## src/hdl/chan_cmd_pkg.sv

```systemverilog
// Package: offsets, field positions and timing counts of the channel command/status block
package chan_cmd_pkg;
  // Register byte offsets
  localparam logic [7:0] OFS_FRAME_COUNTS = 8'h10;
  localparam logic [7:0] OFS_COMMAND      = 8'h14;
  localparam logic [7:0] OFS_STATUS       = 8'h18;
  // Command bit positions
  localparam int CMD_TIMER_START  = 0;
  localparam int CMD_TIMER_STOP   = 1;
  localparam int CMD_RESYNC       = 16;
  localparam int CMD_RX_RESET     = 17;
  localparam int CMD_SEND_FRAME   = 24;
  localparam int CMD_SEND_REPEAT  = 25;
  localparam int CMD_STOP_REPEAT  = 26;
  localparam int CMD_TX_RESET     = 27;
  localparam int CMD_SEND_ON_TIME = 28;
  // Status bit positions
  localparam int ST_PINS_LSB      = 0;
  localparam int ST_ABORTED       = 8;
  localparam int ST_CRC_FAIL      = 9;
  localparam int ST_LEN_EXCEEDED  = 10;
  localparam int ST_INVALID       = 11;
  localparam int ST_FRAME_LOST    = 12;
  localparam int ST_DATA_LOST     = 13;
  localparam int ST_TX_EMPTY      = 16;
  localparam int ST_COUNT_FULL    = 17;
  localparam int ST_CMD_BUSY      = 18;
  localparam int ST_UNLOCKED      = 19;
  localparam int ST_REPEAT_ACTIVE = 20;
  localparam int ST_TIMED_ACTIVE  = 21;
  localparam int ST_TX_OVERFLOW   = 24;
  // Frame count field positions and limits
  localparam int FC_TX_LSB        = 16;
  localparam int TX_FRAMES_MAX    = 256;
  localparam int RX_FRAMES_MAX    = 512;
  localparam int TX_FIFO_BYTES    = 4096;
  localparam int RX_FIFO_BYTES    = 8192;
  // Clock-mode code that stalls the transmitter on lost lock
  localparam logic [2:0] CLOCK_MODE_STALL = 3'h5;
  // Command execution time
  localparam int CLK_MHZ          = 100;
  localparam int CMD_EXEC_NS      = 40;
  localparam int CMD_EXEC_CYCLES  = (CMD_EXEC_NS * CLK_MHZ + 999) / 1000;
  // Reset values
  localparam logic [31:0] RESET_WORD = 32'h0000_0000;
endpackage

```

## src/hdl/serial_channel_command_status.sv

```systemverilog
// Command, status and queued-frame-count registers of one serial channel
`timescale 1ns/1ns
// Functional notes
// RULE1: Frame count register: 9-bit tx frames high half, 10-bit rx frames low.
// RULE2: Command bits self-clear; only bits written as one act.
// RULE3: Timer start runs timer, pulse per expiry; stop halts and reinitialises.
// RULE4: Resync command drops sync and starts hunting at once.
// RULE5: Receiver reset empties receive FIFO, reinitialises receiver, then accepts data.
// RULE6: Send-frame starts loaded frame with protocol opening sequence prepended.
// RULE7: Repeat-send repeats frame until stopped; active flag reads one meanwhile.
// RULE8: Stop-repeat finishes current frame then stops, never truncating.
// RULE9: Transmitter reset aborts frame, idles, empties FIFO, reinitialises transmitter.
// RULE10: Send-on-timer with send command sends one frame per expiry; flag shows mode. Code sends one frame only unless repeat-send is set.
// RULE11: Bit 24 clears on read; bits 13-8 clear on status push; others live.
// RULE12: Status bits 0-3 mirror CTS, DSR, CD, RI pins live.
// RULE13: Abort flag on abort sequence; CRC flag one on failure, zero on pass.
// RULE14: Length check overrun aborts frame and sets length-exceeded flag.
// RULE15: Invalid flag for non-byte or too-short frames; still ended and stored.
// RULE16: Frame-lost flag when data arrives during unserviced overflow.
// RULE17: Data-lost flag when message overflows receive FIFO.
// RULE18: Transmit-empty flag live while transmit FIFO holds no bytes.
// RULE19: Count-full flag live at 256 queued tx frames; software stops queuing.
// RULE20: Busy flag high during command execution; software waits for zero.
// RULE21: Lost lock sets flag, stops reception, stalls tx in mode 5; clears on frame start.
// RULE22: Transmit-overflow flag on write beyond 4K; clears on status read.
// RULE23: Rx frame length recorded after frame completes, including status word.
module serial_channel_command_status #(
  parameter int TX_FRAMES_MAX = chan_cmd_pkg::TX_FRAMES_MAX,
  parameter int RX_FRAMES_MAX = chan_cmd_pkg::RX_FRAMES_MAX,
  parameter int TIMER_PERIOD  = 1000
) (
  input  wire logic        REF_CLK,
  input  wire logic        RST_N,
  // Register port
  input  wire logic [7:0]  ADDR,
  input  wire logic [31:0] WDATA,
  input  wire logic        WR,
  input  wire logic        RD,
  output logic      [31:0] RDATA,
  // Modem pins
  input  wire logic        CTS,
  input  wire logic        DSR,
  input  wire logic        CD,
  input  wire logic        RI,
  // Channel configuration
  input  wire logic [2:0]  CLOCK_MODE,
  input  wire logic        RECOVERED_CLOCK,
  // Transmit datapath events
  input  wire logic        TX_FIFO_WRITE,
  input  wire logic [12:0] TX_FIFO_LEVEL,
  input  wire logic        TX_FRAME_QUEUED,
  input  wire logic        TX_FRAME_DONE,
  output logic             TX_START,
  output logic             TX_ABORT_IDLE,
  output logic             TX_STALL,
  // Receive datapath events
  input  wire logic        RX_FRAME_START,
  input  wire logic        RX_DATA_BYTE,
  input  wire logic        RX_FIFO_FULL,
  input  wire logic        RX_ABORT_SEEN,
  input  wire logic        RX_LEN_CHECK_EN,
  input  wire logic        RX_LEN_OVER,
  input  wire logic        RX_FRAME_END,
  input  wire logic        RX_CRC_BAD,
  input  wire logic [2:0]  RX_BIT_RESIDUE,
  input  wire logic [15:0] RX_FRAME_BYTES,
  input  wire logic [2:0]  RX_MIN_BYTES,
  input  wire logic        RX_STATUS_PUSH,
  input  wire logic        RX_FRAME_READ,
  input  wire logic        LOCK_LOST,
  output logic             RX_RESYNC_SEARCH_CMD,
  output logic             RX_FLUSH,
  output logic             RX_FRAME_ABORT,
  output logic             RX_LEN_WRITE,
  output logic [15:0]      RX_LEN_VALUE,
  output logic             TIMER_EXPIRED
);

  localparam int TW = $clog2(TIMER_PERIOD + 1);

  typedef enum logic [2:0] {
    TX_IDLE   = 3'b001,
    TX_SEND   = 3'b010,
    TX_WAIT   = 3'b100
  } tx_state_t;

  typedef struct packed {
    logic [2:0]  cts_s, dsr_s, cd_s, ri_s;
    logic [3:0]  pins;
    logic [31:0] rdata;
    logic [8:0]  tx_frames;
    logic [9:0]  rx_frames;
    logic        timer_run;
    logic [TW-1:0] timer_cnt;
    logic        timer_exp;
    tx_state_t   tx_state;
    logic        repeat_on;
    logic        timed_on;
    logic        tx_start;
    logic        tx_abort;
    logic        resync_search_cmd;
    logic        rx_flush;
    logic        rx_abort;
    logic [3:0]  busy_cnt;
    logic        ab, crc, lex, inv, lost_frame, lost_data, overrun_pending;
    logic        unlocked;
    logic        tx_ovf;
    logic        len_wr;
    logic [15:0] len_val;
  } state_t;

  state_t s, next_s;
  logic [1:0] rst_sync;
  logic   rst_n_int;
  logic   cmd_wr, st_rd;
  logic [31:0] c;

  // Two-stage release of the asynchronous reset
  always_ff @(posedge REF_CLK or negedge RST_N)
  begin
    if (!RST_N)
      rst_sync <= 2'b00;
    else
      rst_sync <= {rst_sync[0], 1'b1};
  end
  assign rst_n_int = rst_sync[1];

  assign cmd_wr = WR && (ADDR == chan_cmd_pkg::OFS_COMMAND);
  assign st_rd  = RD && (ADDR == chan_cmd_pkg::OFS_STATUS);
  assign c      = cmd_wr ? WDATA : 32'h0000_0000;   // RULE2
  // Compose the status word
  function automatic logic [31:0] status_word(input state_t v, input logic [12:0] lvl,
                                               input logic [8:0] txf);
    logic [31:0] w;
    w = 32'h0000_0000;
    w[3:0]                           = v.pins;                            // RULE12
    w[chan_cmd_pkg::ST_ABORTED]      = v.ab;
    w[chan_cmd_pkg::ST_CRC_FAIL]     = v.crc;
    w[chan_cmd_pkg::ST_LEN_EXCEEDED] = v.lex;
    w[chan_cmd_pkg::ST_INVALID]      = v.inv;
    w[chan_cmd_pkg::ST_FRAME_LOST]   = v.lost_frame;
    w[chan_cmd_pkg::ST_DATA_LOST]    = v.lost_data;
    w[chan_cmd_pkg::ST_TX_EMPTY]     = (lvl == 13'h0000);                 // RULE18
    w[chan_cmd_pkg::ST_COUNT_FULL]   = (txf >= 9'(TX_FRAMES_MAX));        // RULE19
    w[chan_cmd_pkg::ST_CMD_BUSY]     = (v.busy_cnt != 4'h0);              // RULE20
    w[chan_cmd_pkg::ST_UNLOCKED]     = v.unlocked;
    w[chan_cmd_pkg::ST_REPEAT_ACTIVE] = v.repeat_on;                      // RULE7
    w[chan_cmd_pkg::ST_TIMED_ACTIVE] = v.timed_on;                        // RULE10
    w[chan_cmd_pkg::ST_TX_OVERFLOW]  = v.tx_ovf;
    return w;
  endfunction

  // Next-state logic
  always_comb
  begin
    next_s = s;
    // Three-stage pin synchronisers, accept when stages 2 and 3 agree
    next_s.cts_s = {s.cts_s[1:0], CTS};
    next_s.dsr_s = {s.dsr_s[1:0], DSR};
    next_s.cd_s  = {s.cd_s[1:0], CD};
    next_s.ri_s  = {s.ri_s[1:0], RI};
    if (s.cts_s[2] == s.cts_s[1]) next_s.pins[0] = s.cts_s[2];            // RULE12
    if (s.dsr_s[2] == s.dsr_s[1]) next_s.pins[1] = s.dsr_s[2];
    if (s.cd_s[2] == s.cd_s[1])   next_s.pins[2] = s.cd_s[2];
    if (s.ri_s[2] == s.ri_s[1])   next_s.pins[3] = s.ri_s[2];
    next_s.tx_start = 1'b0;
    next_s.tx_abort = 1'b0;
    next_s.resync_search_cmd     = 1'b0;
    next_s.rx_flush = 1'b0;
    next_s.rx_abort = 1'b0;
    next_s.timer_exp = 1'b0;
    next_s.len_wr   = 1'b0;
    if (s.busy_cnt != 4'h0)
      next_s.busy_cnt = s.busy_cnt - 4'h1;
    if (cmd_wr && (WDATA != 32'h0000_0000))
      next_s.busy_cnt = 4'(chan_cmd_pkg::CMD_EXEC_CYCLES);               // RULE20
    // Hardware timer
    if (c[chan_cmd_pkg::CMD_TIMER_START])
    begin
      next_s.timer_run = 1'b1;                                            // RULE3
      next_s.timer_cnt = '0;
    end
    else if (s.timer_run)
    begin
      if (s.timer_cnt == TW'(TIMER_PERIOD - 1))
      begin
        next_s.timer_cnt = '0;
        next_s.timer_exp = 1'b1;                                          // RULE3
      end
      else
        next_s.timer_cnt = s.timer_cnt + 1'b1;
    end
    if (c[chan_cmd_pkg::CMD_TIMER_STOP])
    begin
      next_s.timer_run = 1'b0;                                            // RULE3
      next_s.timer_exp = 1'b0;
      next_s.timer_cnt = '0;
    end
    // Receive commands
    if (c[chan_cmd_pkg::CMD_RESYNC])
      next_s.resync_search_cmd = 1'b1;                                                 // RULE4
    // Queued frame counters, saturating at their documented maxima
    if (TX_FRAME_QUEUED && !TX_FRAME_DONE && s.tx_frames < 9'(TX_FRAMES_MAX))
      next_s.tx_frames = s.tx_frames + 9'h001;                           // RULE1
    else if (TX_FRAME_DONE && !TX_FRAME_QUEUED && s.tx_frames != 9'h000 && !s.repeat_on)
      next_s.tx_frames = s.tx_frames - 9'h001;
    if (RX_FRAME_END && !RX_FRAME_READ && s.rx_frames < 10'(RX_FRAMES_MAX))
      next_s.rx_frames = s.rx_frames + 10'h001;                          // RULE1
    else if (RX_FRAME_READ && !RX_FRAME_END && s.rx_frames != 10'h000)
      next_s.rx_frames = s.rx_frames - 10'h001;
    // Transmit sequencing
    case (s.tx_state)
      TX_IDLE:
      begin
        if (c[chan_cmd_pkg::CMD_SEND_FRAME] || c[chan_cmd_pkg::CMD_SEND_REPEAT])
        begin
          next_s.repeat_on = c[chan_cmd_pkg::CMD_SEND_REPEAT];            // RULE7
          if (c[chan_cmd_pkg::CMD_SEND_ON_TIME])
          begin
            next_s.timed_on = 1'b1;                                       // RULE10
            next_s.tx_state = TX_WAIT;
          end
          else
          begin
            next_s.tx_start = 1'b1;                                       // RULE6
            next_s.tx_state = TX_SEND;
          end
        end
      end
      TX_SEND:
      begin
        if (TX_FRAME_DONE)
        begin
          if (s.repeat_on && s.timed_on)
            next_s.tx_state = TX_WAIT;
          else if (s.repeat_on)
            next_s.tx_start = 1'b1;                                       // RULE7
          else
          begin
            next_s.tx_state = TX_IDLE;                                    // RULE8
            next_s.timed_on = 1'b0;
          end
        end
      end
      TX_WAIT:
      begin
        if (s.timer_exp)
        begin
          next_s.tx_start = 1'b1;                                         // RULE10
          next_s.tx_state = TX_SEND;
        end
        else if (!s.repeat_on)
        begin
          if (!s.timed_on)
            next_s.tx_state = TX_IDLE;
        end
      end
      default:
        next_s.tx_state = TX_IDLE;
    endcase
    if (c[chan_cmd_pkg::CMD_STOP_REPEAT])
    begin
      next_s.repeat_on = 1'b0;                                            // RULE8
      if (s.tx_state == TX_WAIT)
      begin
        next_s.timed_on = 1'b0;
        next_s.tx_state = TX_IDLE;
      end
    end
    if (c[chan_cmd_pkg::CMD_TX_RESET])
    begin
      next_s.tx_abort  = 1'b1;                                            // RULE9
      next_s.tx_start  = 1'b0;
      next_s.repeat_on = 1'b0;
      next_s.timed_on  = 1'b0;
      next_s.tx_frames = 9'h000;
      next_s.tx_state  = TX_IDLE;
    end
    // Per-frame receive flags; push clears, new events in that cycle win
    if (RX_STATUS_PUSH)
    begin
      next_s.ab = 1'b0;                                                   // RULE11
      next_s.crc = 1'b0;
      next_s.lex = 1'b0;
      next_s.inv = 1'b0;
      next_s.lost_frame = 1'b0;
      next_s.lost_data = 1'b0;
      next_s.overrun_pending = 1'b0;
    end
    if (RX_ABORT_SEEN)
      next_s.ab = 1'b1;                                                   // RULE13
    if (RX_FRAME_END)
    begin
      next_s.crc = RX_CRC_BAD;                                            // RULE13
      if (RX_BIT_RESIDUE != 3'h0 || RX_FRAME_BYTES < {13'h0000, RX_MIN_BYTES})
        next_s.inv = 1'b1;                                                // RULE15
    end
    if (RX_LEN_CHECK_EN && RX_LEN_OVER)
    begin
      next_s.lex = 1'b1;                                                  // RULE14
      next_s.rx_abort = 1'b1;
    end
    if (RX_DATA_BYTE && RX_FIFO_FULL)
    begin
      if (s.overrun_pending)
        next_s.lost_frame = 1'b1;                                         // RULE16
      next_s.lost_data = 1'b1;                                            // RULE17
      next_s.overrun_pending = 1'b1;
    end
    // Frame length recorded once the frame is complete, status word included
    if (RX_STATUS_PUSH)
    begin
      next_s.len_wr  = 1'b1;                                              // RULE23
      next_s.len_val = RX_FRAME_BYTES + 16'h0004;
    end
    if (c[chan_cmd_pkg::CMD_RX_RESET])
    begin
      next_s.rx_flush = 1'b1;                                             // RULE5
      next_s.rx_frames = 10'h000;
      next_s.ab = 1'b0;
      next_s.crc = 1'b0;
      next_s.lex = 1'b0;
      next_s.inv = 1'b0;
      next_s.lost_frame = 1'b0;
      next_s.lost_data = 1'b0;
      next_s.overrun_pending = 1'b0;
    end
    // Clock-recovery lock flag
    if (RX_FRAME_START)
      next_s.unlocked = 1'b0;                                             // RULE21
    if (RECOVERED_CLOCK && LOCK_LOST)
      next_s.unlocked = 1'b1;                                             // RULE21
    // Transmit overflow: read clears, new overflow wins
    if (st_rd)
      next_s.tx_ovf = 1'b0;                                               // RULE22
    if (TX_FIFO_WRITE && TX_FIFO_LEVEL >= 13'(chan_cmd_pkg::TX_FIFO_BYTES))
      next_s.tx_ovf = 1'b1;                                               // RULE22
    // Read data, valid in the cycle after the strobe
    next_s.rdata = 32'h0000_0000;
    if (RD)
    begin
      case (ADDR)
        chan_cmd_pkg::OFS_FRAME_COUNTS:
          next_s.rdata = {7'h00, s.tx_frames, 6'h00, s.rx_frames};        // RULE1
        chan_cmd_pkg::OFS_STATUS:
          next_s.rdata = status_word(s, TX_FIFO_LEVEL, s.tx_frames);      // RULE11
        default:
          next_s.rdata = 32'h0000_0000;
      endcase
    end
  end

  // State register
  always_ff @(posedge REF_CLK or negedge rst_n_int)
  begin
    if (!rst_n_int)
    begin
      s.cts_s <= 3'h0; s.dsr_s <= 3'h0; s.cd_s <= 3'h0; s.ri_s <= 3'h0;
      s.pins <= 4'h0; s.rdata <= chan_cmd_pkg::RESET_WORD;
      s.tx_frames <= 9'h000; s.rx_frames <= 10'h000;
      s.timer_run <= 1'b0; s.timer_cnt <= '0; s.timer_exp <= 1'b0;
      s.tx_state <= TX_IDLE; s.repeat_on <= 1'b0; s.timed_on <= 1'b0;
      s.tx_start <= 1'b0; s.tx_abort <= 1'b0; s.resync_search_cmd <= 1'b0;
      s.rx_flush <= 1'b0; s.rx_abort <= 1'b0; s.busy_cnt <= 4'h0;
      s.ab <= 1'b0; s.crc <= 1'b0; s.lex <= 1'b0; s.inv <= 1'b0;
      s.lost_frame <= 1'b0; s.lost_data <= 1'b0; s.overrun_pending <= 1'b0;
      s.unlocked <= 1'b0; s.tx_ovf <= 1'b0; s.len_wr <= 1'b0; s.len_val <= 16'h0000;
    end
    else
    begin
      s.cts_s <= next_s.cts_s; s.dsr_s <= next_s.dsr_s;
      s.cd_s <= next_s.cd_s; s.ri_s <= next_s.ri_s;
      s.pins <= next_s.pins; s.rdata <= next_s.rdata;
      s.tx_frames <= next_s.tx_frames; s.rx_frames <= next_s.rx_frames;
      s.timer_run <= next_s.timer_run; s.timer_cnt <= next_s.timer_cnt;
      s.timer_exp <= next_s.timer_exp; s.tx_state <= next_s.tx_state;
      s.repeat_on <= next_s.repeat_on; s.timed_on <= next_s.timed_on;
      s.tx_start <= next_s.tx_start; s.tx_abort <= next_s.tx_abort;
      s.resync_search_cmd <= next_s.resync_search_cmd; s.rx_flush <= next_s.rx_flush;
      s.rx_abort <= next_s.rx_abort; s.busy_cnt <= next_s.busy_cnt;
      s.ab <= next_s.ab; s.crc <= next_s.crc; s.lex <= next_s.lex; s.inv <= next_s.inv;
      s.lost_frame <= next_s.lost_frame; s.lost_data <= next_s.lost_data;
      s.overrun_pending <= next_s.overrun_pending; s.unlocked <= next_s.unlocked;
      s.tx_ovf <= next_s.tx_ovf; s.len_wr <= next_s.len_wr; s.len_val <= next_s.len_val;
    end
  end

  // Outputs
  assign RDATA          = s.rdata;
  assign TX_START       = s.tx_start;
  assign TX_ABORT_IDLE  = s.tx_abort;
  assign TX_STALL       = s.unlocked && (CLOCK_MODE == chan_cmd_pkg::CLOCK_MODE_STALL); // RULE21
  assign RX_RESYNC_SEARCH_CMD        = s.resync_search_cmd || s.unlocked;                           // RULE21
  assign RX_FLUSH       = s.rx_flush;
  assign RX_FRAME_ABORT = s.rx_abort;
  assign RX_LEN_WRITE   = s.len_wr;
  assign RX_LEN_VALUE   = s.len_val;
  assign TIMER_EXPIRED  = s.timer_exp;

endmodule

```

## config.mk

```make
export PLATFORM = sky130hd
export DESIGN_NAME = serial_channel_command_status
export DESIGN_NICKNAME = d
export VERILOG_FILES = /design/src/hdl/chan_cmd_pkg.sv /design/src/hdl/serial_channel_command_status.sv
export SDC_FILE = /design/constraint.sdc
export NUM_CORES = 1
export LEC_CHECK = 0
export BUFFER_PORTS_ARGS = -buffer_cell sky130_fd_sc_hd__clkbuf_2
export CORE_MARGIN = 2
export CORE_UTILIZATION = 40
export CTS_BUF_LIST = sky130_fd_sc_hd__clkbuf_2
export DETAILED_ROUTE_END_ITERATION = 10
export PLACE_DENSITY = 0.66
export SETUP_SLACK_MARGIN = 0.05
export SYNTH_ARGS = -nofsm -noshare
export SYNTH_HDL_FRONTEND = slang
export SYNTH_SLANG_ARGS = --single-unit
export TNS_END_PERCENT = 1
```

## constraint.sdc

```tcl
create_clock -name REF_CLK -period 3.5 [get_ports REF_CLK]
set_input_delay 0.175 -clock REF_CLK [delete_from_list [all_inputs] [get_ports REF_CLK]]
set_output_delay 0.175 -clock REF_CLK [all_outputs]
set_load 0.05 [all_outputs]
```

==> summary.md <==
| Metric | Value |
|---|---|
| Vias per inst | `5.20` |
| Gpl congestion | `0.855` |
| Run status | `completed` |
| Cell Pwr Density | `539 mW/mm²` |
| Buffers on Ports | `147` |
| Seq cells post-synth | `111` |
| Internal power | `2330 µW` |
| Nets | `890` |
| WS Path Type | `primary input to flip-flop` |
| Core ar. | `0.0144 mm²` |
| Critical-path maximum fanout | `2` |
| Clock-pin slew on the worst setup and hold paths | `0.28 ns` |
| Drt first pass iters | `4` |
| Die X | `125 µm` |
| Syn_area_per_cell | `9.94 µm²` |
| Switching Share | `40.4%` |
| Clock root cell | `clkbuf_2` |
| Gr ovfl total | `0` |
| Actual slew at the worst max-slew pin | `0.862 ns` |
| Clk pwr share | `13.0%` |
| Die area | `0.0156 mm²` |
| Via count | `4970` |
| IR drop worst, VDD | `0.228 mV` |
| Most frequent cells in the layout | `clkbuf_2, dfrtp_1, dlygate4sd3_1` |
| Final period util | `75.7%` |
| P_leak | `0.00346 µW` |
| Flop pwr share | `45.8%` |
| Syn-to-layout area delta | `23.5%` |
| Sequential share of the synthesized area | `47.4%` |
| Worst Hold Class | `primary input to flip-flop` |
| Min Tclk post-route | `2.65 ns` |
| Residual DRC count | `0` |
| Setup Viol. Count Final | `0` |
| Largest net degree at the start of global routing | `91` |
| Height of the chip | `125 µm` |
| Total global-route track usage | `18.2%` |
| Post-synth EDFFs | `0` |
| CP endpoint kind | `flip-flop` |
| PnR worst setup slack | `0.850 ns` |
| Post-Syn Area | `0.00587 mm²` |
| Fin. max-slew vios | `0` |
| Max-cap violation count | `0` |
| Initial antenna violation count | `0` |
| RSZ-0062 raised after global routing | `false` |
| TritonCTS buffer count | `9` |
| Unique cell type count in the Yosys netlist | `71` |
| CTS tree | `yes` |
| Vias in the first global route | `4964` |
| Fillers | `1310` |
| ANT nets after route | `0` |
| Ant diodes | `0` |
| Ratio of cells with drive above 1 in the final layout | `23.5%` |
| HPWL after DPL | `9850 µm` |
| Post-CTS setup buffers | `0` |
| Commonest non-fill, non-tap cell in the layout | `clkbuf_2` |
| Routed wire per std cell | `15.0 µm` |
| Hold Vio Cnt, Final | `0` |
| First-pass GRT wire length | `23500 µm` |
| H-tree depth | `3` |
| Combinational share of power | `41.3%` |
| Initial Util | `40.7%` |
| Most frequently used flop master after synthesis | `dfrtp_1` |
| Asr flop ratio synth | `100%` |
| Hold_buf cts | `69` |
| CTS Buffer Depth | `2` |
| Max Freq | `377 MHz` |
| Total detailed-routing wirelength | `14300 µm` |
| Clk sinks | `111` |
| Critical Path AT | `3.18 ns` |
| Synthesis Warnings | `0` |
| I/O Pins | `157` |
| Rel. slew slack | `42.5%` |
| FP Rows | `44` |
| Startpoint Class | `primary input` |
| Pre-CTS setup slack | `0.952 ns` |
| Worst Clk Skew | `0.0212 ns` |
| Setup tns final | `0 ns` |
| Switching power | `1580 µW` |
| Initial drt markers | `280` |
| Clock Latency Late Sink | `0.61 ns` |
| Cells after Synth | `590` |
| CP required | `4.04 ns` |
| Post-CTS sizing | `0` |
critical path, stage by stage:
cell	delay, ns
dlygate4sd3_1	0.54
clkbuf_2	0.10
nor4_1	0.17
dlygate4sd3_1	0.59
nand4_1	0.08
dlygate4sd3_1	0.58
o21ai_0	0.28
dlygate4sd3_1	0.61
nand3_1	0.06
layout make-up:
type / count / area (µm²) / share of cell area [%]
Clock inverter: 4 / 23.8 / 0.328
Timing Repair Buffer: 217 / 1450 / 20.0
Inverter: 20 / 75.1 / 1.04
Sequential cell: 111 / 2780 / 38.4
Clock buffer: 11 / 55.1 / 0.760
Multi-Input combinational cell: 408 / 2630 / 36.3
Tap cell: 184 / 230 / 3.18
Yosys cell counts (all sizes together) (3+ instances only):
| library cell | n | share of area (%) |
|---|---|---|
| a211oi | 5 | 0.64 |
| nor2b | 5 | 0.53 |
| or3 | 3 | 0.32 |
| maj3 | 4 | 0.68 |
| xor2 | 10 | 1.5 |
| and3 | 5 | 0.53 |
| nand4 | 13 | 1.5 |
| mux2 | 4 | 0.77 |
| nand2b | 12 | 1.3 |
| a21oi | 45 | 3.8 |
| or4 | 3 | 0.38 |
| dfrtp | 110 | 47 |
| o21ai | 21 | 1.8 |
| nand2 | 42 | 2.7 |
| inv | 20 | 1.3 |
| o31ai | 3 | 0.38 |
| nor2 | 58 | 3.8 |
| clkbuf | 6 | 0.38 |
| nor3 | 7 | 0.60 |
| xnor2 | 11 | 1.6 |
| a21o | 7 | 0.90 |
| o21bai | 3 | 0.38 |
| buf | 53 | 6.6 |
| a311oi | 3 | 0.45 |
| ha | 20 | 4.3 |
| and2 | 16 | 1.7 |
| a31o | 3 | 0.45 |
| nor3b | 3 | 0.38 |
| nand3 | 16 | 1.4 |
| a22o | 12 | 1.8 |
| o21a | 3 | 0.38 |
| nor4 | 18 | 1.9 |
registers in the layout, indices dropped and copies added, names as in the netlist:
register	count
next_s	8
RX_LEN_VALUE	16
RX_FRAME_ABORT	1
RX_LEN_WRITE	1
s	56
RX_FLUSH	1
TX_ABORT_IDLE	1
TX_START	1
rst_sync	2
TIMER_EXPIRED	1
RDATA	23
per-layer routing:
layer / vias up / global-route usage, % / part of all wire (%)
met5: - / 0 / 0
met2: 181 / 30.5 / 47
li1: 2405 / - / -
met1: 2369 / 23.6 / 45
met4: 0 / 4.71 / 1.1
met3: 15 / 4.88 / 6.9
worst paths after layout:
kind                                  start  cells past startpoint         endpoint  slack, ns
worst max-delay path              WDATA[12]                      9            s[28]       0.85
worst min-delay path              WDATA[20]                      6            s[26]       0.06
worst max register to register        s[61]                      8            s[61]       0.94
worst min register to register  rst_sync[1]                      0  RX_LEN_VALUE[0]       0.20
max in group asynchronous       rst_sync[1]                      1            s[37]       2.47
min in group asynchronous       rst_sync[1]                      0  RX_LEN_VALUE[0]       0.20
metrics by stage:
stage                     std cells  total power (µW)  util [%]  hold slack [ns]  instance area [µm²]
after floorplan                 598              2970         -           -0.121                 5900
after global placement          871              3290      44.9          -0.0372                 6480
after detailed placement        871              3340      44.9          -0.0384                 6480
after CTS                       955              3920      50.2          0.00365                 7250
after global routing            955              4220      50.2          0.00823                 7250
final                           955              3900      50.2           0.0577                 7250
power by group through the flow:
| stage | Combinational [µW] | Sequential (µW) | Clock, µW |
|---|---|---|---|
| after floorplan | 1240 | 1730 | 0 |
| after global placement | 1490 | 1800 | 0 |
| after detailed placement | 1540 | 1800 | 0 |
| after CTS | 1600 | 1780 | 539 |
| after global routing | 1810 | 1830 | 585 |
| final | 1610 | 1790 | 506 |
cells by family (layout without fill, tap and decap cells):
family                   count (synthesis)  after routing  share of synthesized area [%]
flip-flops                             111            111                           47.4
AO/OA/AOI/OAI                          131            131                           15.3
multiplexers                             5              5                          0.939
AND/OR/NAND/NOR                        215            215                           19.3
buffers and inverters                   79            252                           8.23
adder cells (fa/ha/maj)                 26             26                           5.63
other                                    2             10                          0.128
XOR/XNOR                                21             21                           3.14
No activity file was read; power rests on OpenSTA's default activity.
